<file path="src/verilog/rxcf_defs.vh">
// Summary of operation
// RQ1: clock settle count N: 4:1 at 0x0B, 5 at 0x0C[0]; N+1 periods
// RQ2: data settle count M: 1:0 at 0x0F[3:2], 5:2 at 0x10; M+1 periods
// RQ3: six-bit test select at 0x14[3:2] and 0x15; nonzero selects a test mode
// RQ4: 32-bit self-test pattern in nibbles 0x16 to 0x1D; generator and matcher (here the pattern is only held and driven out on SELFTEST_PATTERN_O)
// RQ5: 0x1E bit 0 keeps clock lane in high-speed receive with continuous clock
// RQ6: software writes zeros into reserved bits of 0x0C, 0x0F, 0x14 and 0x1E
// RQ7: registers reached only over the config bus with six-bit offsets
`ifndef RXCF_DEFS_VH
`define RXCF_DEFS_VH
`define RXCF_AW           6
`define RXCF_DW           4
`define RXCF_CLK_SETTLE0  6'h0A
`define RXCF_CLK_MID      6'h0B
`define RXCF_CLK_TOP      6'h0C
`define RXCF_DAT_LOW      6'h0F
`define RXCF_DAT_HIGH     6'h10
`define RXCF_TEST_LOW     6'h14
`define RXCF_TEST_HIGH    6'h15
`define RXCF_PAT_FIRST    6'h16
`define RXCF_PAT1         6'h17
`define RXCF_PAT2         6'h18
`define RXCF_PAT3         6'h19
`define RXCF_PAT4         6'h1A
`define RXCF_PAT5         6'h1B
`define RXCF_PAT6         6'h1C
`define RXCF_PAT_LAST     6'h1D
`define RXCF_CLK_B0_BIT   3
`define RXCF_CLK_B5_BIT   0
`define RXCF_PAIR_MSB     3
`define RXCF_PAIR_LSB     2
`define RXCF_HOLD_BIT     0
`define RXCF_ZERO3        3'h0
`define RXCF_HOLD         6'h1E
`define RXCF_ZERO4        4'h0
`define RXCF_ZERO6        6'h00
`define RXCF_ONE6         6'h01
`define RXCF_ZERO7        7'h00
`define RXCF_ONE7         7'h01
`endif

</file>
<file path="src/verilog/rxcf_regs.v">
`timescale 1ns/1ns
`default_nettype none
`include "rxcf_defs.vh"
module rxcf_regs (
  // clock and reset
  input  wire        CLK_I,
  input  wire        RST_I,
  // config bus
  input  wire        REQ_I,
  input  wire        WR_I,
  input  wire [5:0]  ADDR_I,
  input  wire [3:0]  WDATA_I,
  output reg  [3:0]  RDATA_O,
  output reg         RVALID_O,
  // settle start events
  input  wire        CLK_SETTLE_START_I,
  input  wire        DAT_SETTLE_START_I,
  // settle status
  output wire        CLK_SETTLE_BUSY_O,
  output wire        CLK_SETTLE_DONE_O,
  output wire        DAT_SETTLE_BUSY_O,
  output wire        DAT_SETTLE_DONE_O,
  // configuration outputs
  output wire [5:0]  CLK_LANE_SETTLE_COUNT_O,
  output wire [5:0]  DATA_LANE_SETTLE_COUNT_O,
  output wire [5:0]  TEST_MODE_SELECT_O,
  output wire        TEST_MODE_ACTIVE_O,
  output wire [31:0] SELFTEST_PATTERN_O,
  output wire        CLOCK_HOLD_EN_O
);
  // register storage
  reg         clk_settle0;
  reg  [3:0]  clk_settle_mid;
  reg  [3:0]  clk_settle_top;
  reg  [3:0]  data_settle_low;
  reg  [3:0]  data_settle_high;
  reg  [3:0]  test_mode_low;
  reg  [3:0]  test_mode_high;
  reg  [3:0]  selftest_nibble0;
  reg  [3:0]  selftest_nibble1;
  reg  [3:0]  selftest_nibble2;
  reg  [3:0]  selftest_nibble3;
  reg  [3:0]  selftest_nibble4;
  reg  [3:0]  selftest_nibble5;
  reg  [3:0]  selftest_nibble6;
  reg  [3:0]  selftest_nibble7;
  reg  [3:0]  clock_hold_ctrl;
  // bus decode
  wire        wr;
  wire        rd;
  wire        we_clk0;
  wire        we_clk_mid;
  wire        we_clk_top;
  wire        we_dat_low;
  wire        we_dat_high;
  wire        we_test_low;
  wire        we_test_high;
  wire [7:0]  we_pat;
  wire        we_hold;
  // read path
  reg  [3:0]  next_rdata;

  // true when the offset on the bus names the given register
  function hit;
    input [5:0] addr;
    input [5:0] target;
    begin
      hit = (addr == target);
    end
  endfunction

  // joins a four-bit upper part with the top pair of a lower nibble
  function [5:0] join_pair;
    input [3:0] upper;
    input [3:0] lower;
    begin
      join_pair = {upper, lower[`RXCF_PAIR_MSB:`RXCF_PAIR_LSB]};
    end
  endfunction

  // write strobes, config bus only
  assign wr           = REQ_I & WR_I; // RQ7
  assign rd           = REQ_I & ~WR_I; // RQ7
  assign we_clk0      = wr & hit(ADDR_I, `RXCF_CLK_SETTLE0);
  assign we_clk_mid   = wr & hit(ADDR_I, `RXCF_CLK_MID);
  assign we_clk_top   = wr & hit(ADDR_I, `RXCF_CLK_TOP);
  assign we_dat_low   = wr & hit(ADDR_I, `RXCF_DAT_LOW);
  assign we_dat_high  = wr & hit(ADDR_I, `RXCF_DAT_HIGH);
  assign we_test_low  = wr & hit(ADDR_I, `RXCF_TEST_LOW);
  assign we_test_high = wr & hit(ADDR_I, `RXCF_TEST_HIGH);
  assign we_pat[0]    = wr & hit(ADDR_I, `RXCF_PAT_FIRST);
  assign we_pat[1]    = wr & hit(ADDR_I, `RXCF_PAT1);
  assign we_pat[2]    = wr & hit(ADDR_I, `RXCF_PAT2);
  assign we_pat[3]    = wr & hit(ADDR_I, `RXCF_PAT3);
  assign we_pat[4]    = wr & hit(ADDR_I, `RXCF_PAT4);
  assign we_pat[5]    = wr & hit(ADDR_I, `RXCF_PAT5);
  assign we_pat[6]    = wr & hit(ADDR_I, `RXCF_PAT6);
  assign we_pat[7]    = wr & hit(ADDR_I, `RXCF_PAT_LAST);
  assign we_hold      = wr & hit(ADDR_I, `RXCF_HOLD);

  // write side; reserved bits are stored as written and read back
  always @(posedge CLK_I) begin
    if (RST_I) begin
      clk_settle0      <= 1'b0;
      clk_settle_mid   <= `RXCF_ZERO4;
      clk_settle_top   <= `RXCF_ZERO4;
      data_settle_low  <= `RXCF_ZERO4;
      data_settle_high <= `RXCF_ZERO4;
      test_mode_low    <= `RXCF_ZERO4;
      test_mode_high   <= `RXCF_ZERO4;
      selftest_nibble0 <= `RXCF_ZERO4;
      selftest_nibble1 <= `RXCF_ZERO4;
      selftest_nibble2 <= `RXCF_ZERO4;
      selftest_nibble3 <= `RXCF_ZERO4;
      selftest_nibble4 <= `RXCF_ZERO4;
      selftest_nibble5 <= `RXCF_ZERO4;
      selftest_nibble6 <= `RXCF_ZERO4;
      selftest_nibble7 <= `RXCF_ZERO4;
      clock_hold_ctrl  <= `RXCF_ZERO4;
    end else begin
      if (we_clk0) begin
        clk_settle0 <= WDATA_I[`RXCF_CLK_B0_BIT]; // RQ1
      end
      if (we_clk_mid) begin
        clk_settle_mid <= WDATA_I; // RQ1
      end
      if (we_clk_top) begin
        clk_settle_top <= WDATA_I; // RQ1
      end
      if (we_dat_low) begin
        data_settle_low <= WDATA_I; // RQ2
      end
      if (we_dat_high) begin
        data_settle_high <= WDATA_I; // RQ2
      end
      if (we_test_low) begin
        test_mode_low <= WDATA_I; // RQ3
      end
      if (we_test_high) begin
        test_mode_high <= WDATA_I; // RQ3
      end
      if (we_pat[0]) begin
        selftest_nibble0 <= WDATA_I; // RQ4
      end
      if (we_pat[1]) begin
        selftest_nibble1 <= WDATA_I; // RQ4
      end
      if (we_pat[2]) begin
        selftest_nibble2 <= WDATA_I; // RQ4
      end
      if (we_pat[3]) begin
        selftest_nibble3 <= WDATA_I; // RQ4
      end
      if (we_pat[4]) begin
        selftest_nibble4 <= WDATA_I; // RQ4
      end
      if (we_pat[5]) begin
        selftest_nibble5 <= WDATA_I; // RQ4
      end
      if (we_pat[6]) begin
        selftest_nibble6 <= WDATA_I; // RQ4
      end
      if (we_pat[7]) begin
        selftest_nibble7 <= WDATA_I; // RQ4
      end
      if (we_hold) begin
        clock_hold_ctrl <= WDATA_I; // RQ5
      end
    end
  end

  // read mux; unmapped offsets read zero
  always @* begin
    next_rdata = `RXCF_ZERO4;
    case (ADDR_I)
      `RXCF_CLK_SETTLE0: next_rdata = {clk_settle0, `RXCF_ZERO3};
      `RXCF_CLK_MID:     next_rdata = clk_settle_mid;
      `RXCF_CLK_TOP:     next_rdata = clk_settle_top;
      `RXCF_DAT_LOW:     next_rdata = data_settle_low;
      `RXCF_DAT_HIGH:    next_rdata = data_settle_high;
      `RXCF_TEST_LOW:    next_rdata = test_mode_low;
      `RXCF_TEST_HIGH:   next_rdata = test_mode_high;
      `RXCF_PAT_FIRST:   next_rdata = selftest_nibble0;
      `RXCF_PAT1:        next_rdata = selftest_nibble1;
      `RXCF_PAT2:        next_rdata = selftest_nibble2;
      `RXCF_PAT3:        next_rdata = selftest_nibble3;
      `RXCF_PAT4:        next_rdata = selftest_nibble4;
      `RXCF_PAT5:        next_rdata = selftest_nibble5;
      `RXCF_PAT6:        next_rdata = selftest_nibble6;
      `RXCF_PAT_LAST:    next_rdata = selftest_nibble7;
      `RXCF_HOLD:        next_rdata = clock_hold_ctrl;
      default:           next_rdata = `RXCF_ZERO4;
    endcase
  end

  // read answer one cycle after the request; data holds until next read
  always @(posedge CLK_I) begin
    if (RST_I) begin
      RDATA_O  <= `RXCF_ZERO4;
      RVALID_O <= 1'b0;
    end else begin
      RVALID_O <= rd; // RQ7
      if (rd) begin
        RDATA_O <= next_rdata; // RQ7
      end
    end
  end

  // configuration outputs straight from the register bits
  assign CLK_LANE_SETTLE_COUNT_O  = {clk_settle_top[`RXCF_CLK_B5_BIT],
                                     clk_settle_mid,
                                     clk_settle0}; // RQ1
  assign DATA_LANE_SETTLE_COUNT_O = join_pair(data_settle_high,
                                              data_settle_low); // RQ2
  assign TEST_MODE_SELECT_O       = join_pair(test_mode_high,
                                              test_mode_low); // RQ3
  assign TEST_MODE_ACTIVE_O       =
    (TEST_MODE_SELECT_O != `RXCF_ZERO6); // RQ3
  assign SELFTEST_PATTERN_O       = {selftest_nibble7, selftest_nibble6,
                                     selftest_nibble5, selftest_nibble4,
                                     selftest_nibble3, selftest_nibble2,
                                     selftest_nibble1,
                                     selftest_nibble0}; // RQ4
  assign CLOCK_HOLD_EN_O          = clock_hold_ctrl[`RXCF_HOLD_BIT]; // RQ5

  rxcf_settle_timer #(.W(6)) u_clk_timer (
    .clk_i   (CLK_I),
    .rst_i   (RST_I),
    .start_i (CLK_SETTLE_START_I),
    .count_i (CLK_LANE_SETTLE_COUNT_O), // RQ1
    .busy_o  (CLK_SETTLE_BUSY_O),
    .done_o  (CLK_SETTLE_DONE_O)
  );

  rxcf_settle_timer #(.W(6)) u_dat_timer (
    .clk_i   (CLK_I),
    .rst_i   (RST_I),
    .start_i (DAT_SETTLE_START_I),
    .count_i (DATA_LANE_SETTLE_COUNT_O), // RQ2
    .busy_o  (DAT_SETTLE_BUSY_O),
    .done_o  (DAT_SETTLE_DONE_O)
  );
endmodule // rxcf_regs
`default_nettype wire

</file>
<file path="src/verilog/rxcf_settle_timer.v">
`timescale 1ns/1ns
`default_nettype none
`include "rxcf_defs.vh"
// counts count+1 sync-clock periods after start
module rxcf_settle_timer #(
  parameter W = 6
) (
  // clock and reset
  input  wire         clk_i,
  input  wire         rst_i,
  // control
  input  wire         start_i,
  input  wire [W-1:0] count_i,
  // status
  output reg          busy_o,
  output reg          done_o
);
  reg [W:0] remain;

  always @(posedge clk_i) begin
    if (rst_i) begin
      remain <= `RXCF_ZERO7;
      busy_o <= 1'b0;
      done_o <= 1'b0;
    end else begin
      done_o <= 1'b0;
      if (start_i) begin
        remain <= {1'b0, count_i} + `RXCF_ONE7;
        busy_o <= 1'b1;
      end else if (busy_o) begin
        if (remain == `RXCF_ONE7) begin
          busy_o <= 1'b0;
          done_o <= 1'b1;
        end
        remain <= remain - `RXCF_ONE7;
      end
    end
  end
endmodule // rxcf_settle_timer
`default_nettype wire
</file>
<file path="config.mk">
export PLATFORM = sky130hd
export DESIGN_NAME = rxcf_regs
export DESIGN_NICKNAME = d
export VERILOG_FILES = /design/src/verilog/rxcf_regs.v /design/src/verilog/rxcf_settle_timer.v
export VERILOG_INCLUDE_DIRS = /design/src /design/src/verilog
export SDC_FILE = /design/constraint.sdc
export NUM_CORES = 1
export LEC_CHECK = 0
export BUFFER_PORTS_ARGS = -buffer_cell sky130_fd_sc_hd__buf_4
export CAP_MARGIN = 30
export CORE_MARGIN = 8
export CORE_UTILIZATION = 35
export CTS_CLUSTER_DIAMETER = 50
export CTS_CLUSTER_SIZE = 8
export DETAILED_ROUTE_END_ITERATION = 12
export SLEW_MARGIN = 10
export SYNTH_ARGS = -nofsm -noshare
export SYNTH_HDL_FRONTEND = slang
export SYNTH_SLANG_ARGS = --single-unit
export TNS_END_PERCENT = 100
</file>
<file path="constraint.sdc">
create_clock -name CLK_I -period 1.8 [get_ports CLK_I]
set_clock_uncertainty 0.1 [all_clocks]
set_input_delay 0 -clock CLK_I [delete_from_list [all_inputs] [get_ports CLK_I]]
set_output_delay 0 -clock CLK_I [all_outputs]
set_load 0.02 [all_outputs]
</file>
==> summary.md <==
| Metric | Value |
|---|---|
| IO Port Bufs | 76 |
| Syn Std Cell Area | 4210 µm² |
| Pwr Total | 4.14 mW |
| Via-to-Cell Ratio | 5.26 |
| Worst vdd ir | 515 µV |
| Routed length per instance | 17.6 µm |
| Initial Utilization | 35.5% |
| Final Hold Vio Count | 0 |
| Clk_lat worst skew | 340 ps |
| Post-route ant nets | 0 |
| First-pass GRT wire length | 19700 µm |
| Hold path startpoint | REQ_I |
| Reg2reg end | RDATA_O[3] |
| Crit Path Max Fanout | 3 |
| Die X | 126 µm |
| TritonCTS clock tree | done |
| I/O pin total | 77 |
| Initial drt markers | 320 |
| Post-synthesis to final-layout area growth | 28.4% |
| Synth Area in XOR/XNOR | 3.74% |
| Synth unique cells | 57 |
| Sequential share of the synthesized area | 39.9% |
| DIE AREA | 15800 µm² |
| Outcome | complete, no violations |
| #FFs+latches synth | 84 |
| All-Layer GR Usage | 15.7% |
| HPWL Detailed | 8930 µm |
| Cells after Synth | 461 |
| Routability Congestion | 0.868 |
| Async SR Flop Fraction | 0% |
| Antenna violations before repair | 0 |
| RSZ-0062 raised after global routing | no |
| Final nets | 570 |
| Placed Area | 4950 µm² |
| MaxCap Viol Count | 0 |
| Final Setup Violations | 0 |
| Rows | 40 |
| Reg-to-Reg Start | selftest_nibble1[3] |
| Leading cell type in the layout, fill and taps excluded | buf_4 |
| Largest family of logic cells by synthesized area | simple AND/OR/NAND/NOR gates |
| Compound-Gate Fraction of Synth Area | 12.3% |
| DR DRC count | 0 |
| Critical Path End Type | flip-flop |
| Mux cell area share after synthesis | 15.9% |
| Detailed Route WL | 12400 µm |
| Worst setup path class | flip-flop to flip-flop |
| N_diodes | 0 |
| Startpoint types | flip-flop |
| Crit share post-route | 97.5% |
| Fmax | 0.570 GHz |
| Clk buf depth | 2 |
| Most frequent cells in the layout | buf_4 (102), dfxtp_1 (81), nor2_1 (81), mux2i_1 (51), nand2_1 (31) |
| Reg clk slew, reported paths | 70 ps |
| Slew @ Worst Pin | 502 ps |
| Worst Path Arrival | 1880 ps |
| Max-slew violations | 0 |
| Total CTS buffers | 9 |
| Via Count | 3681 |
| Adder-Cell Fraction of Synth Area | 1.78% |
| Hold depth | 4 |
| Mapped Nets | 483 |
| Die Y | 126 µm |
| Core Region | 11900 µm² |
| Biggest regs | u_clk_timer.remain x7, u_dat_timer.remain x7 |
| Util after Layout | 45.6% |
| R2R Setup Slk | 40 ps |
| Worst Path Required | 1920 ps |
| Max transition margin | 66.2% |
| Share of layout cells above drive strength 1 | 26.8% |
| Pin count of the biggest net entering global routing | 50 |
| Vias in the first global route | 3667 |
| Post-synth EDFFs | 0 |
| Synth Area in Simple Gates | 21.0% |
| Mean Syn Cell Area | 9.14 µm² |
| GRT overflow | 0 |
| Prevailing post-synth register cell | dfxtp_1 |
| Min Tclk post-route | 1760 ps |
| Sink Count | 84 |
| Root Buffer | clkbuf_16 |
| Pwr Density | 766 nW/µm² |
| Worst r2r path cells | 4 |
| Leakage power | 2.24 nW |
| Synth warn | 0 |
| Drt first pass iters | 5 |
| Hold endpoint | data_settle_high[3] |
| Fin Setup TNS | 0 ps |
| H-tree Lvls | 3 |
| Post-route cell area | 5410 µm² |
| Worst min path class | input port to flip-flop |
[worst max-delay path: stages, from the launching register on]
cell and delay [ps]:
dfxtp_1 330, mux4_2 480, a22o_1 280, a2111oi_2 370
o21ai_1 90
[logic make-up (layout without fill, tap and decap cells)]
| family | Yosys count | after routing |
|---|---|---|
| compound gates | 78 | 78 |
| fa+ha+maj | 6 | 6 |
| mux | 60 | 60 |
| buf+inv | 45 | 137 |
| xor+xnor | 18 | 18 |
| simple gates | 170 | 170 |
| flops | 84 | 84 |
[cell usage after synthesis, types with 2 or more instances]
| library cell | count | share of area, % |
|---|---|---|
| buf_4 | 9 | 1.6 |
| buf_6 | 2 | 0.53 |
| o21ai_1 | 2 | 0.24 |
| a22oi_1 | 7 | 1.2 |
| nor3_2 | 2 | 0.48 |
| mux2i_1 | 51 | 12 |
| nor4b_1 | 3 | 0.62 |
| nand3b_1 | 2 | 0.36 |
| nor3_1 | 5 | 0.59 |
| and3_1 | 3 | 0.45 |
| mux2_2 | 4 | 1.1 |
| clkbuf_1 | 20 | 1.8 |
| nor3_4 | 2 | 0.77 |
| nand2_1 | 31 | 2.8 |
| o21ai_0 | 18 | 2.1 |
| buf_2 | 6 | 0.71 |
| xnor2_1 | 8 | 1.7 |
| nand3_1 | 11 | 1.3 |
| and4bb_2 | 2 | 0.59 |
| nor2b_1 | 3 | 0.45 |
| a22o_1 | 4 | 0.83 |
| a41o_1 | 2 | 0.48 |
| xor2_1 | 10 | 2.1 |
| nor2_1 | 81 | 7.2 |
| a2bb2oi_1 | 2 | 0.42 |
| nand4_1 | 7 | 1.0 |
| o221ai_1 | 2 | 0.42 |
| dfxtp_1 | 84 | 40 |
| a211oi_1 | 12 | 2.1 |
| nor4_1 | 4 | 0.59 |
| ha_1 | 6 | 1.8 |
| a21oi_1 | 19 | 2.3 |
| inv_1 | 8 | 0.71 |
| mux4_2 | 5 | 2.7 |
| a21o_1 | 2 | 0.36 |
[metrics by stage]
stage | cells | setup WS [ps] | hold WS, ps
4_1_cts | 697 | 45.0 | 15.1
3_3_place_gp | 671 | 97.1 | 97.2
2_1_floorplan | 461 | 56.1 | 46.9
6_report | 700 | 44.7 | 27.8
5_1_grt | 700 | 3.51 | 36.3
3_5_place_dp | 671 | 60.1 | 98.2
[routing by layer]
layer | track usage [%] | wire length [µm]
met3 | 5.11 | 833
met4 | 5.59 | 167
met1 | 18.1 | 5290
met2 | 26.7 | 6060
met5 | 0 | 0
[repair_timing]
action | CTS | global route
endpoints found under the hold margin | 78 | 0
buffers inserted | 0 | 3
resized for setup | 0 | 11
endpoints found under the setup margin | 0 | 19
hold buffers | 10 | 0
[worst max path at each step]
stage | startpoint | end | slack, ps | cells after the start
global route | selftest_nibble1[3] | RDATA_O[3] | 4 | 4
CTS | selftest_nibble1[3] | RDATA_O[3] | 40 | 4
detailed placement | selftest_nibble1[3] | RDATA_O[3] | 60 | 4
finish | selftest_nibble1[3] | RDATA_O[3] | 40 | 4
global placement | ADDR_I[1] | RDATA_O[1] | 100 | 6
floorplan | u_dat_timer.busy_o | u_dat_timer.remain[5] | 60 | 6
[power by group]
| group | switching (mW) | internal [mW] | leakage (nW) |
|---|---|---|---|
| registers | 0.0257 | 1.89 | 0.681 |
| logic | 0.237 | 0.154 | 1.42 |
| clock network | 0.763 | 1.08 | 0.139 |
| total | 1.03 | 3.12 | 2.24 |
[final cells by class]
class	count	area [µm²]
Timing Repair Buffer	113	880
Fill cell	1144	6450
Tap cell	147	184
Clock buffer	10	229
Multi-Input combinational cell	332	2340
Clock inverter	6	63.8
Inverter	8	30.0
Sequential cell	84	1690
Note: power is estimated with default switching activity, not from simulation.
